## src/include/swpce_pkg.sv

```systemverilog
// Package of constants and types for the single-wire PIO command engine
package swpce_pkg;

  // ****************************************
  // Timing, in microseconds and in clock cycles
  // ****************************************
  localparam int CLK_MHZ       = 10;
  localparam int RST_MIN_US    = 480;  // Shortest line-low that counts as bus reset
  localparam int PDH_US        = 30;   // Wait after reset release before presence
  localparam int PDL_US        = 120;  // Presence pulse length
  localparam int SAMPLE_US     = 30;   // Slave sample delay after a falling edge
  localparam int TX0_HOLD_US   = 45;   // Hold time of a transmitted zero
  localparam int RST_CYC_DFLT  = RST_MIN_US * CLK_MHZ;
  localparam int PDH_CYC       = PDH_US * CLK_MHZ;
  localparam int PDL_CYC       = PDL_US * CLK_MHZ;
  localparam int SAMPLE_CYC    = SAMPLE_US * CLK_MHZ;
  localparam int TX0_CYC       = TX0_HOLD_US * CLK_MHZ;
  localparam int CNT_W         = 13;

  // ****************************************
  // Command codes and fixed data
  // ****************************************
  localparam logic [7:0] CMD_READ_ID   = 8'h33;
  localparam logic [7:0] CMD_MATCH_ID  = 8'h55;
  localparam logic [7:0] CMD_CH_WRITE  = 8'h5A;
  localparam logic [7:0] CMD_CS_WRITE  = 8'hCC;
  localparam logic [7:0] CMD_ACT_CLEAR = 8'hC3;
  localparam logic [7:0] CONFIRM_BYTE  = 8'hAA;
  // Identity: arbitrary value, family code in the low byte, check byte on top
  localparam logic [63:0] ID_DFLT      = 64'h5A00_1234_5678_9A29;

  // ****************************************
  // Conditional-search register page
  // ****************************************
  localparam logic [15:0] ADDR_SEL_MASK = 16'h008B;
  localparam logic [15:0] ADDR_POL_SEL  = 16'h008C;
  localparam logic [15:0] ADDR_CTL_STAT = 16'h008D;
  localparam logic [7:0]  CTL_STAT_RST  = 8'h08;
  localparam logic [7:0]  SEL_MASK_RST  = 8'h00;
  localparam logic [7:0]  POL_SEL_RST   = 8'h00;
  localparam logic [7:0]  LATCH_RST     = 8'hFF;
  localparam int          CTL_ROS_BIT   = 2;
  localparam int          CTL_PORL_BIT  = 3;

  // ****************************************
  // Avalon register map (byte addresses)
  // ****************************************
  localparam logic [3:0] AVS_CTRL      = 4'h0;
  localparam logic [3:0] AVS_STATUS    = 4'h4;
  localparam logic [3:0] AVS_CSREGS    = 4'h8;
  localparam int         CTRL_EN_BIT   = 0;
  localparam logic       CTRL_EN_RST   = 1'b1;

  // ****************************************
  // Presence phases and command states
  // ****************************************
  localparam logic [1:0] PR_NONE = 2'h0;
  localparam logic [1:0] PR_WAIT = 2'h1;
  localparam logic [1:0] PR_LOW  = 2'h2;

  typedef enum logic [11:0] {
    ST_IDLE     = 12'h001,
    ST_ROM      = 12'h002,
    ST_RD_ID    = 12'h004,
    ST_MATCH    = 12'h008,
    ST_CTRL     = 12'h010,
    ST_CAW_DATA = 12'h020,
    ST_CAW_INV  = 12'h040,
    ST_CAW_CONF = 12'h080,
    ST_CAW_SAMP = 12'h100,
    ST_CS_ADDR  = 12'h200,
    ST_CS_DATA  = 12'h400,
    ST_ACT_CONF = 12'h800
  } swpce_state_t;

endpackage

```

## src/hdl/swpce_top.sv

```systemverilog
// Single-wire PIO command engine with Avalon-MM status and control access
// Function
// - Output latch changes via channel write or reset input
// - Channel write loops until bus reset
// - Output byte bit0 is channel zero, true form
// - Update only when complement byte matches exactly
// - Update on last complement bit, timed by value
// - Send confirmation byte AAh after update
// - Strobe from confirmation bit 0 to bit 1 sample
// - Sample pins on last confirmation bit, send
// - Reset input low forces outputs off, ones
// - Register write takes address then data
// - Store each byte, address then increments
// - Ignore bytes after top register written
// - Activity latch sets on any pin transition
// - Clear command clears all activity latches
// - After clear, every read returns AAh
// - Reset, presence, ROM, control, then data
// - Accept eight-bit ROM command after presence
// - Read identity sends family, serial, check
// - Match identity; mismatch idles until reset
// - Control bit picks reset input or strobe
// - All channels sampled in one instant
//
// Implementation choices: the address map and the Avalon-MM register port.
`timescale 1ns/1ns
module swpce_top #(
  parameter int          RST_CYC = swpce_pkg::RST_CYC_DFLT,
  parameter logic [63:0] ID_CODE = swpce_pkg::ID_DFLT
) (
  input  wire logic        i_clk_sys,
  input  wire logic        i_rstn,
  input  wire logic [3:0]  i_avs_address,
  input  wire logic        i_avs_read,
  input  wire logic        i_avs_write,
  input  wire logic [31:0] i_avs_writedata,
  input  wire logic [3:0]  i_avs_byteenable,
  output logic      [31:0] o_avs_readdata,
  output logic             o_avs_waitrequest,
  input  wire logic        i_dq_in,
  output logic             o_dq_out,
  output logic             o_dq_oe,
  input  wire logic [7:0]  i_pio_in,
  output logic      [7:0]  o_pio_out,
  output logic      [7:0]  o_pio_oe,
  input  wire logic        i_mp_in,
  output logic             o_mp_out,
  output logic             o_mp_oe
);

  localparam int CW = swpce_pkg::CNT_W;

  // ****************************************
  // Elaboration checks
  // ****************************************
  if (RST_CYC >= (1 << CW) - 1 || RST_CYC <= swpce_pkg::PDL_CYC) begin : g_bad_rst
    $error("RST_CYC out of range for the line counters");
  end

  localparam logic [CW-1:0] C_RST    = CW'(RST_CYC - 1);
  localparam logic [CW-1:0] C_PDH    = CW'(swpce_pkg::PDH_CYC - 1);
  localparam logic [CW-1:0] C_PDL    = CW'(swpce_pkg::PDL_CYC - 1);
  localparam logic [CW-1:0] C_SAMPLE = CW'(swpce_pkg::SAMPLE_CYC - 1);
  localparam logic [CW-1:0] C_TX0    = CW'(swpce_pkg::TX0_CYC - 1);
  localparam logic [CW-1:0] C_MAX    = '1;

  typedef struct packed {
    swpce_pkg::swpce_state_t st;
    logic          en;
    logic          dq_prev;
    logic [CW-1:0] low_run;
    logic [CW-1:0] slot_cnt;
    logic          in_slot;
    logic          slot_drv;
    logic          rst_seen;
    logic [1:0]    pres;
    logic [CW-1:0] pres_cnt;
    logic [7:0]    sh;
    logic [5:0]    bitn;
    logic          match;
    logic [7:0]    data_a;
    logic          pend;
    logic [15:0]   addr;
    logic [7:0]    out_latch;
    logic [7:0]    act;
    logic [7:0]    pio_prev;
    logic [7:0]    sel_mask;
    logic [7:0]    pol_sel;
    logic [7:0]    ctl_stat;
    logic          strobe;
    logic          dq_oe;
    logic [7:0]    pio_oe;
    logic          mp_oe;
    logic          wait_q;
    logic [31:0]   rdata;
  } swpce_regs_t;

  swpce_regs_t q;
  swpce_regs_t n;

  // States in which the device drives read slots
  function automatic logic is_tx(input swpce_pkg::swpce_state_t s);
    is_tx = (s == swpce_pkg::ST_RD_ID) || (s == swpce_pkg::ST_CAW_CONF) ||
            (s == swpce_pkg::ST_CAW_SAMP) || (s == swpce_pkg::ST_ACT_CONF);
  endfunction

  // Byte k of the identity, lowest byte first
  function automatic logic [7:0] id_byte(input logic [2:0] k);
    id_byte = ID_CODE[{k, 3'b000} +: 8];
  endfunction

  logic       fall;
  logic       rise;
  logic       bit_ev;
  logic       rxbit;
  logic       last8;
  logic       act_clr;
  logic [7:0] newsh;

  // ****************************************
  // Next-state logic
  // ****************************************
  always_comb begin
    n       = q;
    fall    = q.dq_prev & ~i_dq_in;
    rise    = ~q.dq_prev & i_dq_in;
    rxbit   = i_dq_in;
    act_clr = 1'b0;
    last8   = (q.bitn[2:0] == 3'd7);
    newsh   = {is_tx(q.st) ? 1'b1 : rxbit, q.sh[7:1]};
    bit_ev  = q.in_slot && (q.slot_cnt == C_SAMPLE);
    n.dq_prev  = i_dq_in;
    n.pio_prev = i_pio_in;

    // Line-low run length, saturating, for reset detection
    n.low_run = i_dq_in ? '0 : ((q.low_run == C_MAX) ? q.low_run : q.low_run + 1'b1);

    // Slot timer restarts at every master falling edge
    if (fall) begin
      n.slot_cnt = '0;
    end else if (q.slot_cnt != C_MAX) begin
      n.slot_cnt = q.slot_cnt + 1'b1;
    end
    if (q.in_slot && q.slot_cnt == C_TX0) begin
      n.in_slot  = 1'b0;
      n.slot_drv = 1'b0;
    end
    if (fall && q.en && q.pres == swpce_pkg::PR_NONE && q.st != swpce_pkg::ST_IDLE) begin
      n.in_slot  = 1'b1;
      // Hold the line low for a transmitted zero
      n.slot_drv = is_tx(q.st) && !q.sh[0];
      if (q.st == swpce_pkg::ST_CAW_CONF && q.bitn == 6'd0 && q.ctl_stat[swpce_pkg::CTL_ROS_BIT]) begin
        n.strobe = 1'b1;
      end
    end

    // zero-bit update waits for line release
    if (q.pend && rise) begin
      n.out_latch = q.data_a;
      n.pend      = 1'b0;
    end

    // ****************************************
    // Bit and byte handling at the sample point
    // ****************************************
    if (bit_ev) begin
      n.sh   = newsh;
      n.bitn = q.bitn + 1'b1;
      unique case (q.st)
        swpce_pkg::ST_ROM: begin
          if (last8) begin
            n.bitn = '0;
            if (newsh == swpce_pkg::CMD_READ_ID) begin
              n.st = swpce_pkg::ST_RD_ID;
              n.sh = id_byte(3'd0);
            end else if (newsh == swpce_pkg::CMD_MATCH_ID) begin
              n.st    = swpce_pkg::ST_MATCH;
              n.match = 1'b1;
            end else begin
              n.st = swpce_pkg::ST_IDLE;
            end
          end
        end
        swpce_pkg::ST_RD_ID: begin
          if (last8) begin
            if (q.bitn == 6'd63) begin
              n.st = swpce_pkg::ST_IDLE;
            end else begin
              n.sh = id_byte(3'(q.bitn[5:3] + 3'd1));
            end
          end
        end
        swpce_pkg::ST_MATCH: begin
          if (rxbit != ID_CODE[q.bitn]) begin
            n.match = 1'b0;
          end
          if (q.bitn == 6'd63) begin
            n.bitn = '0;
            n.st   = (q.match && rxbit == ID_CODE[63]) ? swpce_pkg::ST_CTRL : swpce_pkg::ST_IDLE;
          end
        end
        // control command follows the ROM phase
        swpce_pkg::ST_CTRL: begin
          if (last8) begin
            n.bitn = '0;
            if (newsh == swpce_pkg::CMD_CH_WRITE) begin
              n.st = swpce_pkg::ST_CAW_DATA;
            end else if (newsh == swpce_pkg::CMD_CS_WRITE) begin
              n.st = swpce_pkg::ST_CS_ADDR;
            end else if (newsh == swpce_pkg::CMD_ACT_CLEAR) begin
              act_clr = 1'b1;
              n.st    = swpce_pkg::ST_ACT_CONF;
              n.sh    = swpce_pkg::CONFIRM_BYTE;
            end else begin
              n.st = swpce_pkg::ST_IDLE;
            end
          end
        end
        swpce_pkg::ST_CAW_DATA: begin
          if (last8) begin
            n.data_a = newsh;
            n.st     = swpce_pkg::ST_CAW_INV;
          end
        end
        swpce_pkg::ST_CAW_INV: begin
          if (last8) begin
            if (newsh == ~q.data_a) begin
              // channel write loads the latch here or on rise; reset input also sets it
              if (rxbit) begin
                n.out_latch = q.data_a;
              end else begin
                n.pend = 1'b1;
              end
              n.st = swpce_pkg::ST_CAW_CONF;
              // Confirmation bits count from zero, so the strobe finds bit 0
              n.bitn = '0;
              n.sh = swpce_pkg::CONFIRM_BYTE;
            end else begin
              n.st = swpce_pkg::ST_IDLE;
            end
          end
        end
        swpce_pkg::ST_CAW_CONF: begin
          if (q.bitn == 6'd1) begin
            n.strobe = 1'b0;
          end
          if (last8) begin
            n.sh = i_pio_in;
            n.st = swpce_pkg::ST_CAW_SAMP;
          end
        end
        // loop back for another output byte
        swpce_pkg::ST_CAW_SAMP: begin
          if (last8) begin
            n.st = swpce_pkg::ST_CAW_DATA;
          end
        end
        swpce_pkg::ST_CS_ADDR: begin
          n.addr = {rxbit, q.addr[15:1]};
          if (q.bitn == 6'd15) begin
            n.bitn = '0;
            n.st   = swpce_pkg::ST_CS_DATA;
          end
        end
        swpce_pkg::ST_CS_DATA: begin
          if (last8) begin
            // store at once, then next address
            n.addr = q.addr + 16'h0001;
            if (q.addr == swpce_pkg::ADDR_SEL_MASK) begin
              n.sel_mask = newsh;
            end else if (q.addr == swpce_pkg::ADDR_POL_SEL) begin
              n.pol_sel = newsh;
            end else if (q.addr == swpce_pkg::ADDR_CTL_STAT) begin
              // pin mode bit; power-on flag can only clear
              n.ctl_stat = {4'h0, newsh[3] & q.ctl_stat[swpce_pkg::CTL_PORL_BIT], newsh[2:0]};
            end
            if (q.addr < swpce_pkg::ADDR_SEL_MASK || q.addr >= swpce_pkg::ADDR_CTL_STAT) begin
              n.st = swpce_pkg::ST_IDLE;
            end
          end
        end
        swpce_pkg::ST_ACT_CONF: begin
          if (last8) begin
            n.sh = swpce_pkg::CONFIRM_BYTE;
          end
        end
        swpce_pkg::ST_IDLE: begin
          n.bitn = q.bitn;
        end
      endcase
    end

    // ****************************************
    // Bus reset and presence
    // ****************************************
    // long low resets command state
    if (!i_dq_in && q.low_run == C_RST) begin
      n.rst_seen = 1'b1;
      n.st       = swpce_pkg::ST_IDLE;
      n.in_slot  = 1'b0;
      n.slot_drv = 1'b0;
      n.strobe   = 1'b0;
      n.pres     = swpce_pkg::PR_NONE;
    end
    if (q.rst_seen && rise) begin
      n.rst_seen = 1'b0;
      n.pres     = q.en ? swpce_pkg::PR_WAIT : swpce_pkg::PR_NONE;
      n.pres_cnt = '0;
    end
    if (q.pres != swpce_pkg::PR_NONE) begin
      n.pres_cnt = q.pres_cnt + 1'b1;
      if (q.pres == swpce_pkg::PR_WAIT && q.pres_cnt == C_PDH) begin
        n.pres     = swpce_pkg::PR_LOW;
        n.pres_cnt = '0;
      end else if (q.pres == swpce_pkg::PR_LOW && q.pres_cnt == C_PDL) begin
        n.pres = swpce_pkg::PR_NONE;
        n.st   = swpce_pkg::ST_ROM;
        n.bitn = '0;
      end
    end

    // reset input low forces outputs off
    if (!q.ctl_stat[swpce_pkg::CTL_ROS_BIT] && !i_mp_in) begin
      n.out_latch = swpce_pkg::LATCH_RST;
      n.pend      = 1'b0;
    end
    // any pin change sets its latch; set wins over clear
    n.act = (act_clr ? 8'h00 : q.act) | (q.pio_prev ^ i_pio_in);

    // Pin drivers, open drain: a zero latch bit pulls the pin low
    n.dq_oe  = n.slot_drv || (n.pres == swpce_pkg::PR_LOW);
    n.pio_oe = ~n.out_latch;
    n.mp_oe  = n.strobe && n.ctl_stat[swpce_pkg::CTL_ROS_BIT];

    // ****************************************
    // Avalon slave: one wait cycle per access
    // ****************************************
    n.wait_q = 1'b1;
    if ((i_avs_read || i_avs_write) && q.wait_q) begin
      n.wait_q = 1'b0;
      unique case (i_avs_address)
        swpce_pkg::AVS_CTRL:   n.rdata = {31'h0000_0000, q.en};
        swpce_pkg::AVS_STATUS: n.rdata = {8'h00, i_pio_in, q.act, q.out_latch};
        swpce_pkg::AVS_CSREGS: n.rdata = {8'h00, q.ctl_stat, q.pol_sel, q.sel_mask};
        default:               n.rdata = 32'h0000_0000;
      endcase
    end
    // Write takes effect on the edge after the wait ends, with wait request low
    if (i_avs_write && !q.wait_q && i_avs_byteenable[0] && i_avs_address == swpce_pkg::AVS_CTRL) begin
      n.en = i_avs_writedata[swpce_pkg::CTRL_EN_BIT];
    end
  end

  // ****************************************
  // State register
  // ****************************************
  always_ff @(posedge i_clk_sys or negedge i_rstn) begin
    if (!i_rstn) begin
      q           <= '0;
      q.st        <= swpce_pkg::ST_IDLE;
      q.en        <= swpce_pkg::CTRL_EN_RST;
      q.dq_prev   <= 1'b1;
      // Pins idle high, so reset must not look like an activity edge
      q.pio_prev  <= swpce_pkg::LATCH_RST;
      q.out_latch <= swpce_pkg::LATCH_RST;
      q.sel_mask  <= swpce_pkg::SEL_MASK_RST;
      q.pol_sel   <= swpce_pkg::POL_SEL_RST;
      q.ctl_stat  <= swpce_pkg::CTL_STAT_RST;
      q.wait_q    <= 1'b1;
    end else begin
      q <= n;
    end
  end

  // Outputs straight from the state register; data outputs tied low
  assign o_avs_readdata    = q.rdata;
  assign o_avs_waitrequest = q.wait_q;
  assign o_dq_out          = 1'b0;
  assign o_dq_oe           = q.dq_oe;
  assign o_pio_out         = 8'h00;
  assign o_pio_oe          = q.pio_oe;
  assign o_mp_out          = 1'b0;
  assign o_mp_oe           = q.mp_oe;

endmodule

```

## config.mk

```make
export PLATFORM = sky130hd
export DESIGN_NAME = swpce_top
export DESIGN_NICKNAME = d
export VERILOG_FILES = /design/src/include/swpce_pkg.sv /design/src/hdl/swpce_top.sv
export SDC_FILE = /design/constraint.sdc
export NUM_CORES = 1
export LEC_CHECK = 0
export ABC_AREA = 1
export BUFFER_PORTS_ARGS = -buffer_cell sky130_fd_sc_hd__buf_4
export CAP_MARGIN = 5
export CORE_UTILIZATION = 30
export CTS_CLUSTER_DIAMETER = 100
export DETAILED_ROUTE_END_ITERATION = 12
export GPL_TIMING_DRIVEN = 0
export PLACE_DENSITY_LB_ADDON = 0.3
export SYNTH_ARGS = -nofsm -noshare
export SYNTH_HDL_FRONTEND = slang
export SYNTH_SLANG_ARGS = --single-unit
```

## constraint.sdc

```tcl
create_clock -name i_clk_sys -period 2.8 [get_ports i_clk_sys]
set_input_delay 0.14 -clock i_clk_sys [delete_from_list [all_inputs] [get_ports i_clk_sys]]
set_output_delay 0.14 -clock i_clk_sys [all_outputs]
set_load 0.02 [all_outputs]
```

## After elaboration in Yosys (flattened, before gate mapping)

Memories as Yosys holds them, arrays and structs flattened.
Cells that the tools add are included.

| storage, ports and cells | value |
|---|---|
| register bits | 186 |
| memory bits (read-only) | 64 |
| logic and storage cells | 243 |
| memories | 1 |

Memory list:

| name | depth | width | read ports | clocked after memory_dff | wr ports | line | RTL |
|---|---|---|---|---|---|---|---|
| (no name shown) | 64 | 1 | 1 | 0 | 0 | swpce_top.sv:194 | `if (rxbit != ID_CODE[q.bitn]) begin` |

| operators by class | value |
|---|---|
| add/subtract/negate cells | 6 |
| order comparisons | 3 |
| equal/unequal tests | 45 |
| shifts and indexed selects | 1 |
| muxes and demuxes | 100 |
| bitwise logic cells | 11 |
| reduce and logical (&&, ||, !) cells | 47 |

Operator list:

| kind | number |
|---|---|
| $mux 12 | 21 |
| $mux 8 | 18 |
| $pmux 12 s10 | 1 |
| $pmux 24 s3 | 1 |
| $mux 13 | 5 |
| $shiftx 64x7->8 const A | 1 |
| $eq 16x8->1 const B | 3 |
| $pmux 8 s6 | 1 |
| $mux 14 | 3 |
| $mux 40 | 1 |
| $add 13x1->13 const B | 3 |
| $eq 13x9->1 const B | 3 |
| $pmux 6 s6 | 1 |
| $mux 33 | 1 |
| $mux 16 | 2 |
| $pmux 16 s2 | 1 |
| $mux 15 | 2 |
| $mux 6 | 5 |
| $eq 13x13->1 const B | 2 |
| $mux 1 | 23 |
| $logic_and 1x1->1 | 20 |
| $add 16x1->16 const B | 1 |
| $eq 8x7->1 const B | 2 |
| $eq 8x8->1 const B | 2 |
| 53 further kinds | 90 |

## Logic depth before layout (Yosys ltp)

Gate-level depths: netlist (run 1).

| logic depth | value |
|---|---|
| depth after elaboration | 16 |
| depth in mapped cells | 16 |

## Least setup slack after synthesis (run 1)

No wires, ideal clock.

| timing path | value |
|---|---|
| path kind | reg-to-reg |
| from | register q[118] (netlist name) |
| to | register q[183] (netlist name) |
| setup time | 0.077 ns |
| data arrival time | 2.063 ns |
| data required time | 2.723 ns |
| path slack | 0.659 ns |
| stages on the path, launching flop included | 11 |
| buffers on the path | 3 |
| period minus slack after synthesis | 2.141 ns |
| cells stage by stage | dfrtp_1 > ha_1 > ha_1 > clkbuf_1 > inv_1 > clkbuf_1 > clkbuf_1 > o21ai_0 > nand2_1 > o221ai_1 > a21oi_1 |

RTL lines:

| element | line | RTL |
|---|---|---|
| start: declaration | swpce_top.sv:98 | `swpce_regs_t q;` |
| start signal: assignment | swpce_top.sv:371 | `q <= n;` |

==> reports/metrics.csv, run 1 <==
metric,value,unit
fin_crit,2630,ps
dr.first_iter.drc_count,757,
dp_slack,-136,ps
worst-path-max-fanout,10,
crit_path_cell_trace,"ha_1, nand4_1, nor2_1, nand2_1, buf_1, clkbuf_1, a21oi_1, o21ai_0, inv_1",
ant_nets,0,
netlist_area,10500,um2
synthCells,1365,
rsz0062_at_grt,no,
whs_path_depth,3,
internal-power,4.39,mW
die_x,189,um
globalplace.congestion,0.915,
total_power,6.11,mW
clock_latency,440,ps
cp_data_required_time,3120,ps
drive_gt1_frac,0.155,
synth_edf_count,0,
power.switching,1.72,mW
hpwl,21600,um
grt_antenna_before_repair,0,
synth.yosys.seq_area_share,0.426,
wl,29200,um
antenna_cells,0,
start_util,0.304,
slowest_stage,buf_1,
period_share,0.938,
fp-row-count,68,
cts_buffers,17,
synth_flop_cell,dfrtp_1,
globalRouteOverflowTotal,0,
report.final.slew_viol_count,0,
wl_per_cell,15.1,um
vdd.ir_drop.worst,0.405,mV
max_slew_margin,0.175,
cts-root-buf,clkbuf_16,
worstPathArrival,2940,ps
drcViolationCount,0,
hold_path_class,input pin to register,
ff2ff_setup_slack,170,ps
power_density,497,nW/um2
nNetsFinal,1539,
setup_ws,174,ps
die_area,35800,um2
endpoint_kind,register,
p_leak,6.02,nW
rr_worst_depth,9,
path_class,register to register,
clk_pin_slew,70,ps
hold_end,q[108]$_DFF_PN0_,
grt_usage,0.167,
yosysWarnings,0,
hold_violations,0,
dieHeight,189,um
area_growth,16.9,%
power.share.combinational,0.130,
core-area,34500,um2
via_per_inst,4.90,
start_kind,register,
grt_pass1_wl,47500,um
dr.pass1.iters,7,
io_buffer_count,54,
clock_sinks,178,
setup_viol,0,
cts_max_level,4,
async_flop_share,1.00,
synth.distinct_cells,60,
whs,37.8,ps
cts_max_path_buffers,2,
power_frac_seq,0.470,
fmax,381,MHz
routed-via-count,9470,
maxCapViolations,0,
ios,107,
r2r_start,q[150]$_DFFE_PN0P_,
skew,16.3,ps
worst_pin_slew,1220,ps
grt_max_degree,102,
grt_pass1_vias,9019,
critPathMaxStageDelay,650,ps
switching_share,0.281,
ys_ff_latch,178,
hold_start,i_mp_in,
avgSynthCellArea,7.70,um2
n_fill_cell,3693,
power_frac_clock,0.400,
r2r_end,q[122]$_DFF_PN0_,
cts_tree,done,
status,finished clean,
-- cell usage after synthesis (all sizes together) (3+ instances only) --
library cell  count  area, um2
inv             189        712
nor4             15       93.8
o311ai            3       26.3
o211ai           14        105
dfstp            21        552
nand2           278       1100
a211oi            7       52.6
a32o              5       50.1
o22ai            12       75.1
dfrtp           157       3930
nor3             38        236
a31oi            10       62.6
xor2             13        114
or2               3       21.3
xnor2             9       78.8
o31ai             3       22.5
a21oi            70        358
o21ai           147        736
nand3            87        440
buf              56        405
clkbuf           32        120
nor2            109        483
ha               19        238
nand4            40        272
a22oi             3       22.5
-- state kept, by name (all words and copies together), names as in the netlist --
| signal | cells |
|---|---|
| o_pio_oe | 8 |
| newsh | 7 |
| o_mp_oe | 1 |
| o_avs_waitrequest | 1 |
| o_avs_readdata | 24 |
| q | 136 |
| o_dq_oe | 1 |
-- worst max-delay path by stage --
stage	startpoint	to	slack, ps	cells past startpoint
5_1_grt	q[150]$_DFFE_PN0P_	q[122]$_DFF_PN0_	30	9
6_report	q[150]$_DFFE_PN0P_	q[122]$_DFF_PN0_	170	9
3_5_place_dp	q[118]$_DFF_PN0_	q[185]$_DFF_PN0_	-140	10
3_3_place_gp	q[118]$_DFF_PN0_	q[185]$_DFF_PN0_	-220	10
4_1_cts	q[118]$_DFF_PN0_	newsh[4]$_DFFE_PN0P_	40	11
2_1_floorplan	q[118]$_DFF_PN0_	q[183]$_DFF_PN0_	660	10
-- placed cells by master (no fill, tap or decap), types with 12 or more instances in the layout --
master | netlist | layout
a21oi_1 | 68 | 68
buf_4 | 50 | 103
clkbuf_1 | 32 | 30
clkbuf_16 | 0 | 17
conb_1 | 1 | 18
dfrtp_1 | 157 | 157
dfstp_2 | 21 | 21
ha_1 | 19 | 18
inv_1 | 173 | 173
inv_2 | 15 | 15
nand2_1 | 265 | 265
nand3_1 | 86 | 86
nand4_1 | 38 | 38
nor2_1 | 95 | 95
nor3_1 | 30 | 29
nor4_1 | 15 | 14
o211ai_1 | 14 | 14
o21ai_0 | 135 | 135
o21ai_1 | 12 | 12
o22ai_1 | 12 | 12
xor2_1 | 13 | 13
-- critical path: cells and delay by family, from the launching register on --
family / cells / cell delay, ps
compound gates: 2 / 230
fa+ha+maj: 1 / 240
buf+inv: 3 / 1220
flops: 1 / 400
simple gates: 3 / 410
-- power groups by stage --
stage,Sequential [mW],Clock [mW],Combinational (mW)
global route,2.90,2.61,0.911
detailed placement,2.92,0,0.788
floorplan,2.88,0,0.545
global placement,2.91,0,0.769
finish,2.87,2.45,0.794
CTS,2.87,2.52,0.803
-- per-stage QoR --
stage	TNS [ps]	cells	instance area, um2	util
floorplan	0	1382	10600	-
global placement	-1040	1891	11600	0.334
detailed placement	-686	1892	11600	0.335
CTS	0	1935	12300	0.356
global route	0	1934	12300	0.356
finish	0	1934	12300	0.356
-- cell type report --
class	instances	area [um2]	area share
Buffer	87	524	0.0426
Timing Repair Buffer	66	551	0.0448
Clock buffer	21	460	0.0374
Multi-Input combinational cell	925	4870	0.396
Sequential cell	178	4480	0.364
Clock inverter	11	125	0.0102
Inverter	191	719	0.0585
Tap cell	455	569	0.0463
-- metal layers --
layer	up-vias	track usage	wire, um
li1	4680	-	-
met1	4482	0.224	13600
met2	269	0.275	13600
met3	39	0.0247	1330
met4	0	0.0580	602
met5	-	0	0
-- cell families after synthesis --
group                      Yosys count  share of synthesized area
xor gates and xnor gates            22                     0.0183
other                                1                   0.000357
buffers and inverters              279                      0.118
adders and majority gates           19                     0.0226
and+or+nand+nor                    577                      0.257
DFF                                178                      0.426
AOI/OAI and AO/OA                  289                      0.157
-- repair_timing --
item / in CTS / in global routing
setup endpoints to repair: 11 / 44
gates resized for setup: 2 / 4
hold buffers: 11 / 0
setup buffers: 0 / 0
endpoints found under the hold margin: 89 / 0
Power figures use the tool's default switching activity.
==> inputs of run 2 (changes only) <==
CTS_BUF_LIST = sky130_fd_sc_hd__clkbuf_4 sky130_fd_sc_hd__clkbuf_8 sky130_fd_sc_hd__clkbuf_16   (was default)
==> reports/metrics.csv, run 2 (synthesis gave the netlist of run 1 again) <==
metric,value,unit
status,finished clean,
grt_max_degree,102,
nNetsFinal,1539,
cts-root-buf,clkbuf_16,
grtUsageMet3,0.0247,
fp-row-count,68,
final_cell_mix,"nand2_1, inv_1, dfrtp_1",
vdd.ir_drop.worst,0.408,mV
drive_gt1_frac,0.156,
clock_latency,450,ps
die_area,35800,um2
cts_tree,done,
instances_no_fill,1934,
p_leak,6.03,nW
worst-path-max-fanout,10,
cp_data_required_time,3120,ps
max_slew_margin,0.179,
period_share,0.939,
grt_antenna_before_repair,0,
maxCapViolations,0,
ff2ff_setup_slack,170,ps
clk_pin_slew,70,ps
whs,36.2,ps
critPathBufInv,3,
grt_use_met2,0.275,
utilization,0.356,
busiest_layer,met2,
tns,0,ps
r2r_start,q[150]$_DFFE_PN0P_,
dp_slack,-136,ps
top_register,q,
total_power,6.14,mW
hold_path_class,input pin to register,
skew,16.5,ps
met1_usage,0.224,
grt_pass1_vias,9014,
r2r_end,q[122]$_DFF_PN0_,
hpwl,21600,um
grt_usage,0.167,
dieHeight,189,um
die_x,189,um
power_density,499,nW/um2
cts_max_level,4,
start_kind,register,
place_inst,1892,
path_class,register to register,
hold_violations,0,
setup_viol,0,
slowest_stage,buf_1,
start_util,0.304,
largest_register_ffs,136,
endpoint_kind,register,
wl,29200,um
ios,107,
postPlaceCellArea,11600,um2
n_fill_cell,3693,
routed-via-count,9468,
grt_pass1_wl,47500,um
core-area,34500,um2
post_cts_buffers,0,
startpoint,q[150]$_DFFE_PN0P_,
critPathMaxStageDelay,650,ps
rsz0062_at_grt,no,
globalRouteOverflowTotal,0,
clock_sinks,178,
worstSetupEndpoint,q[122]$_DFF_PN0_,
dr.pass1.iters,5,
final_common_cell,nand2_1,
dr.first_iter.drc_count,764,
rr_worst_depth,9,
antenna_cells,0,
wl_per_cell,15.1,um
worst_pin_slew,1210,ps
area_growth,17.0,%
io_buffer_count,54,
report.final.slew_viol_count,0,
stdcell_area,12300,um2
crit_path_cell_trace,"ha_1, nand4_1, nor2_1, nand2_1, buf_1, clkbuf_1, a21oi_1, o21ai_0, inv_1",
via_per_inst,4.90,
fin_crit,2630,ps
globalplace.congestion,0.915,
cts_buffers,17,
worstPathArrival,2950,ps
ant_nets,0,
setup_ws,171,ps
fmax,380,MHz
crit_family,buffers and inverters,
cts_max_path_buffers,2,
drcViolationCount,0,
cp_num_cells,9,
[run 2: changes by cell type in the layout (fill, tap and decap cells not counted)]
cell / previous run / this run
clkbuf_1: 30 / 28
clkbuf_4: 0 / 2
[run 2: what timing repair did]
item                       CTS  global route
setup endpoints to repair   11            44
hold buffers                11             0
hold endpoints to repair    89             0
cloned                       0             0
gates resized for setup      2             4
[run 2: worst min-delay path by stage]
stage                           start                             to  cells past startpoint
after global placement    i_pio_in[0]                q[68]$_DFF_PN1_                      1
after floorplan                i_rstn           newsh[0]$_DFFE_PN0P_                      0
final                         i_mp_in               q[108]$_DFF_PN0_                      3
after global routing          i_mp_in               q[108]$_DFF_PN0_                      3
after CTS                     i_mp_in               q[108]$_DFF_PN0_                      3
after detailed placement       i_rstn  o_avs_readdata[3]$_DFFE_PN0P_                      1
[run 2: final cells by class]
type                       instances  area, um2  share of cell area
multi-input combinational        925       4870               0.396
sequential                       178       4480               0.364
inverter                         191        719              0.0585
tap                              455        569              0.0463
timing repair buffer              66        551              0.0447
buffer                            87        524              0.0426
clock buffer                      21        468              0.0380
clock inverter                    11        125              0.0102
[run 2: power breakdown]
| part | switching [mW] | internal, mW | leakage (nW) |
|---|---|---|---|
| logic | 0.503 | 0.292 | 3.50 |
| clock network | 1.08 | 1.39 | 0.291 |
| registers | 0.145 | 2.73 | 2.23 |
| total | 1.73 | 4.41 | 6.03 |
[run 2: layer usage]
| layer | part of all wire | wire length (um) |
|---|---|---|
| met4 | 0.021 | 602 |
| met1 | 0.46 | 13600 |
| met3 | 0.047 | 1380 |
| met5 | 0 | 0 |
| met2 | 0.47 | 13600 |
[run 2: worst reg2reg max path, delay by kind of cell, from the launching register on]
family	cells	cell delay, ps
buffers and inverters	3	1240
flip-flops	1	400
AO/OA/AOI/OAI	2	230
adder cells (fa/ha/maj)	1	240
AND/OR/NAND/NOR	3	400
==> inputs of run 3 (changes only) <==
CORE_UTILIZATION = 44   (was 30)
==> reports/metrics.csv, run 3 (synthesis gave the netlist of run 1 again) <==
metric,value,unit
status,finished clean,
via_per_inst,5.29,
path_class,register to register,
die_x,157,um
dp_slack,-11.4,ps
fin_crit,2590,ps
start_kind,register,
cp_data_required_time,3130,ps
dr.pass1.iters,5,
drive_gt1_frac,0.156,
cts_max_level,4,
die_area,24500,um2
maxCapViolations,0,
cts_buffers,17,
tns,0,ps
n_fill_cell,2239,
antenna_cells,0,
r2r_end,q[119]$_DFF_PN0_,
endpoint_kind,register,
r2r_start,q[150]$_DFFE_PN0P_,
routed-via-count,9511,
period_share,0.927,
setup_ws,206,ps
max_slew_margin,0.280,
dr.first_iter.drc_count,717,
clock_latency,440,ps
whs_path_depth,3,
hpwl,20600,um
ff2ff_setup_slack,210,ps
final_common_cell,nand2_1,
ant_nets,0,
whs,48.1,ps
wl_per_cell,15.4,um
worst-path-max-fanout,10,
wl,27700,um
grt_max_degree,110,
largest_register_ffs,136,
globalRouteOverflowTotal,0,
hold_end,q[108]$_DFF_PN0_,
skew,11.9,ps
postPlaceCellArea,11400,um2
final_cell_mix,"nand2_1, inv_1, dfrtp_1",
setup_viol,0,
grt_antenna_before_repair,0,
dieHeight,157,um
globalplace.congestion,0.933,
fmax,385,MHz
instances_no_fill,1798,
cts_tree,done,
p_leak,6.00,nW
top_register,q,
nNetsFinal,1539,
worst_pin_slew,1060,ps
place_inst,1756,
fp-row-count,56,
rsz0062_at_grt,no,
hold_violations,0,
grt_usage,0.237,
hold_path_class,input pin to register,
cts-root-buf,clkbuf_16,
grt_pass1_wl,45600,um
io_buffer_count,54,
cts_max_path_buffers,2,
start_util,0.448,
vdd.ir_drop.worst,0.389,mV
hold_start,i_mp_in,
clk_pin_slew,70,ps
clock_sinks,178,
report.final.slew_viol_count,0,
total_power,6.01,mW
utilization,0.516,
drcViolationCount,0,
stdcell_area,12100,um2
worstPathArrival,2920,ps
post_cts_buffers,0,
power_density,496,nW/um2
grt_pass1_vias,9026,
rr_worst_depth,9,
ios,107,
core-area,23500,um2
area_growth,15.2,%
run 3: where the power goes:
part | leakage (nW) | switching, mW | total, mW | internal (mW)
logic | 3.50 | 0.502 | 0.795 | 0.292
clock network | 0.272 | 1.15 | 2.35 | 1.20
registers | 2.23 | 0.141 | 2.87 | 2.73
total | 6.00 | 1.80 | 6.01 | 4.22
run 3: how the worst max path moves through the flow:
stage / from / end / slack [ps]
global placement: q[118]$_DFF_PN0_ / q[185]$_DFF_PN0_ / 10
floorplan: q[118]$_DFF_PN0_ / q[183]$_DFF_PN0_ / 660
global route: q[150]$_DFFE_PN0P_ / q[67]$_DFFE_PN0P_ / 30
finish: q[150]$_DFFE_PN0P_ / q[119]$_DFF_PN0_ / 210
detailed placement: q[118]$_DFF_PN0_ / q[185]$_DFF_PN0_ / -10
CTS: q[118]$_DFF_PN0_ / q[118]$_DFF_PN0_ / 120
run 3: what timing repair did:
item | CTS | global route
hold buffers | 11 | 0
gates resized for setup | 1 | 3
cloned | 0 | 0
endpoints found under the setup margin | 2 | 16
hold endpoints to repair | 109 | 0
run 3: metal layers:
layer  GRT usage  up-vias  share of wire
met5           0        -              0
met4      0.0948        0          0.029
met3      0.0296       60          0.054
met2       0.386      306           0.47
met1       0.319     4465           0.45
li1            -     4680              -
run 3: layout make-up:
| type | instances | area, um2 | area share |
|---|---|---|---|
| buffer | 87 | 523 | 0.0432 |
| clock buffer | 18 | 433 | 0.0357 |
| clock inverter | 14 | 145 | 0.0120 |
| inverter | 191 | 719 | 0.0594 |
| multi-input combinational | 925 | 4870 | 0.402 |
| sequential | 178 | 4480 | 0.370 |
| tap | 319 | 399 | 0.0329 |
| timing repair buffer | 66 | 551 | 0.0454 |
run 3: critical path, cell delays in order (launching register included):
cell      delay (ps)
dfrtp_1          400
ha_1             250
nand4_1          100
nor2_1            50
nand2_1          250
clkbuf_1         640
clkbuf_1         510
a21oi_1          150
nand2_1          100
inv_1             40
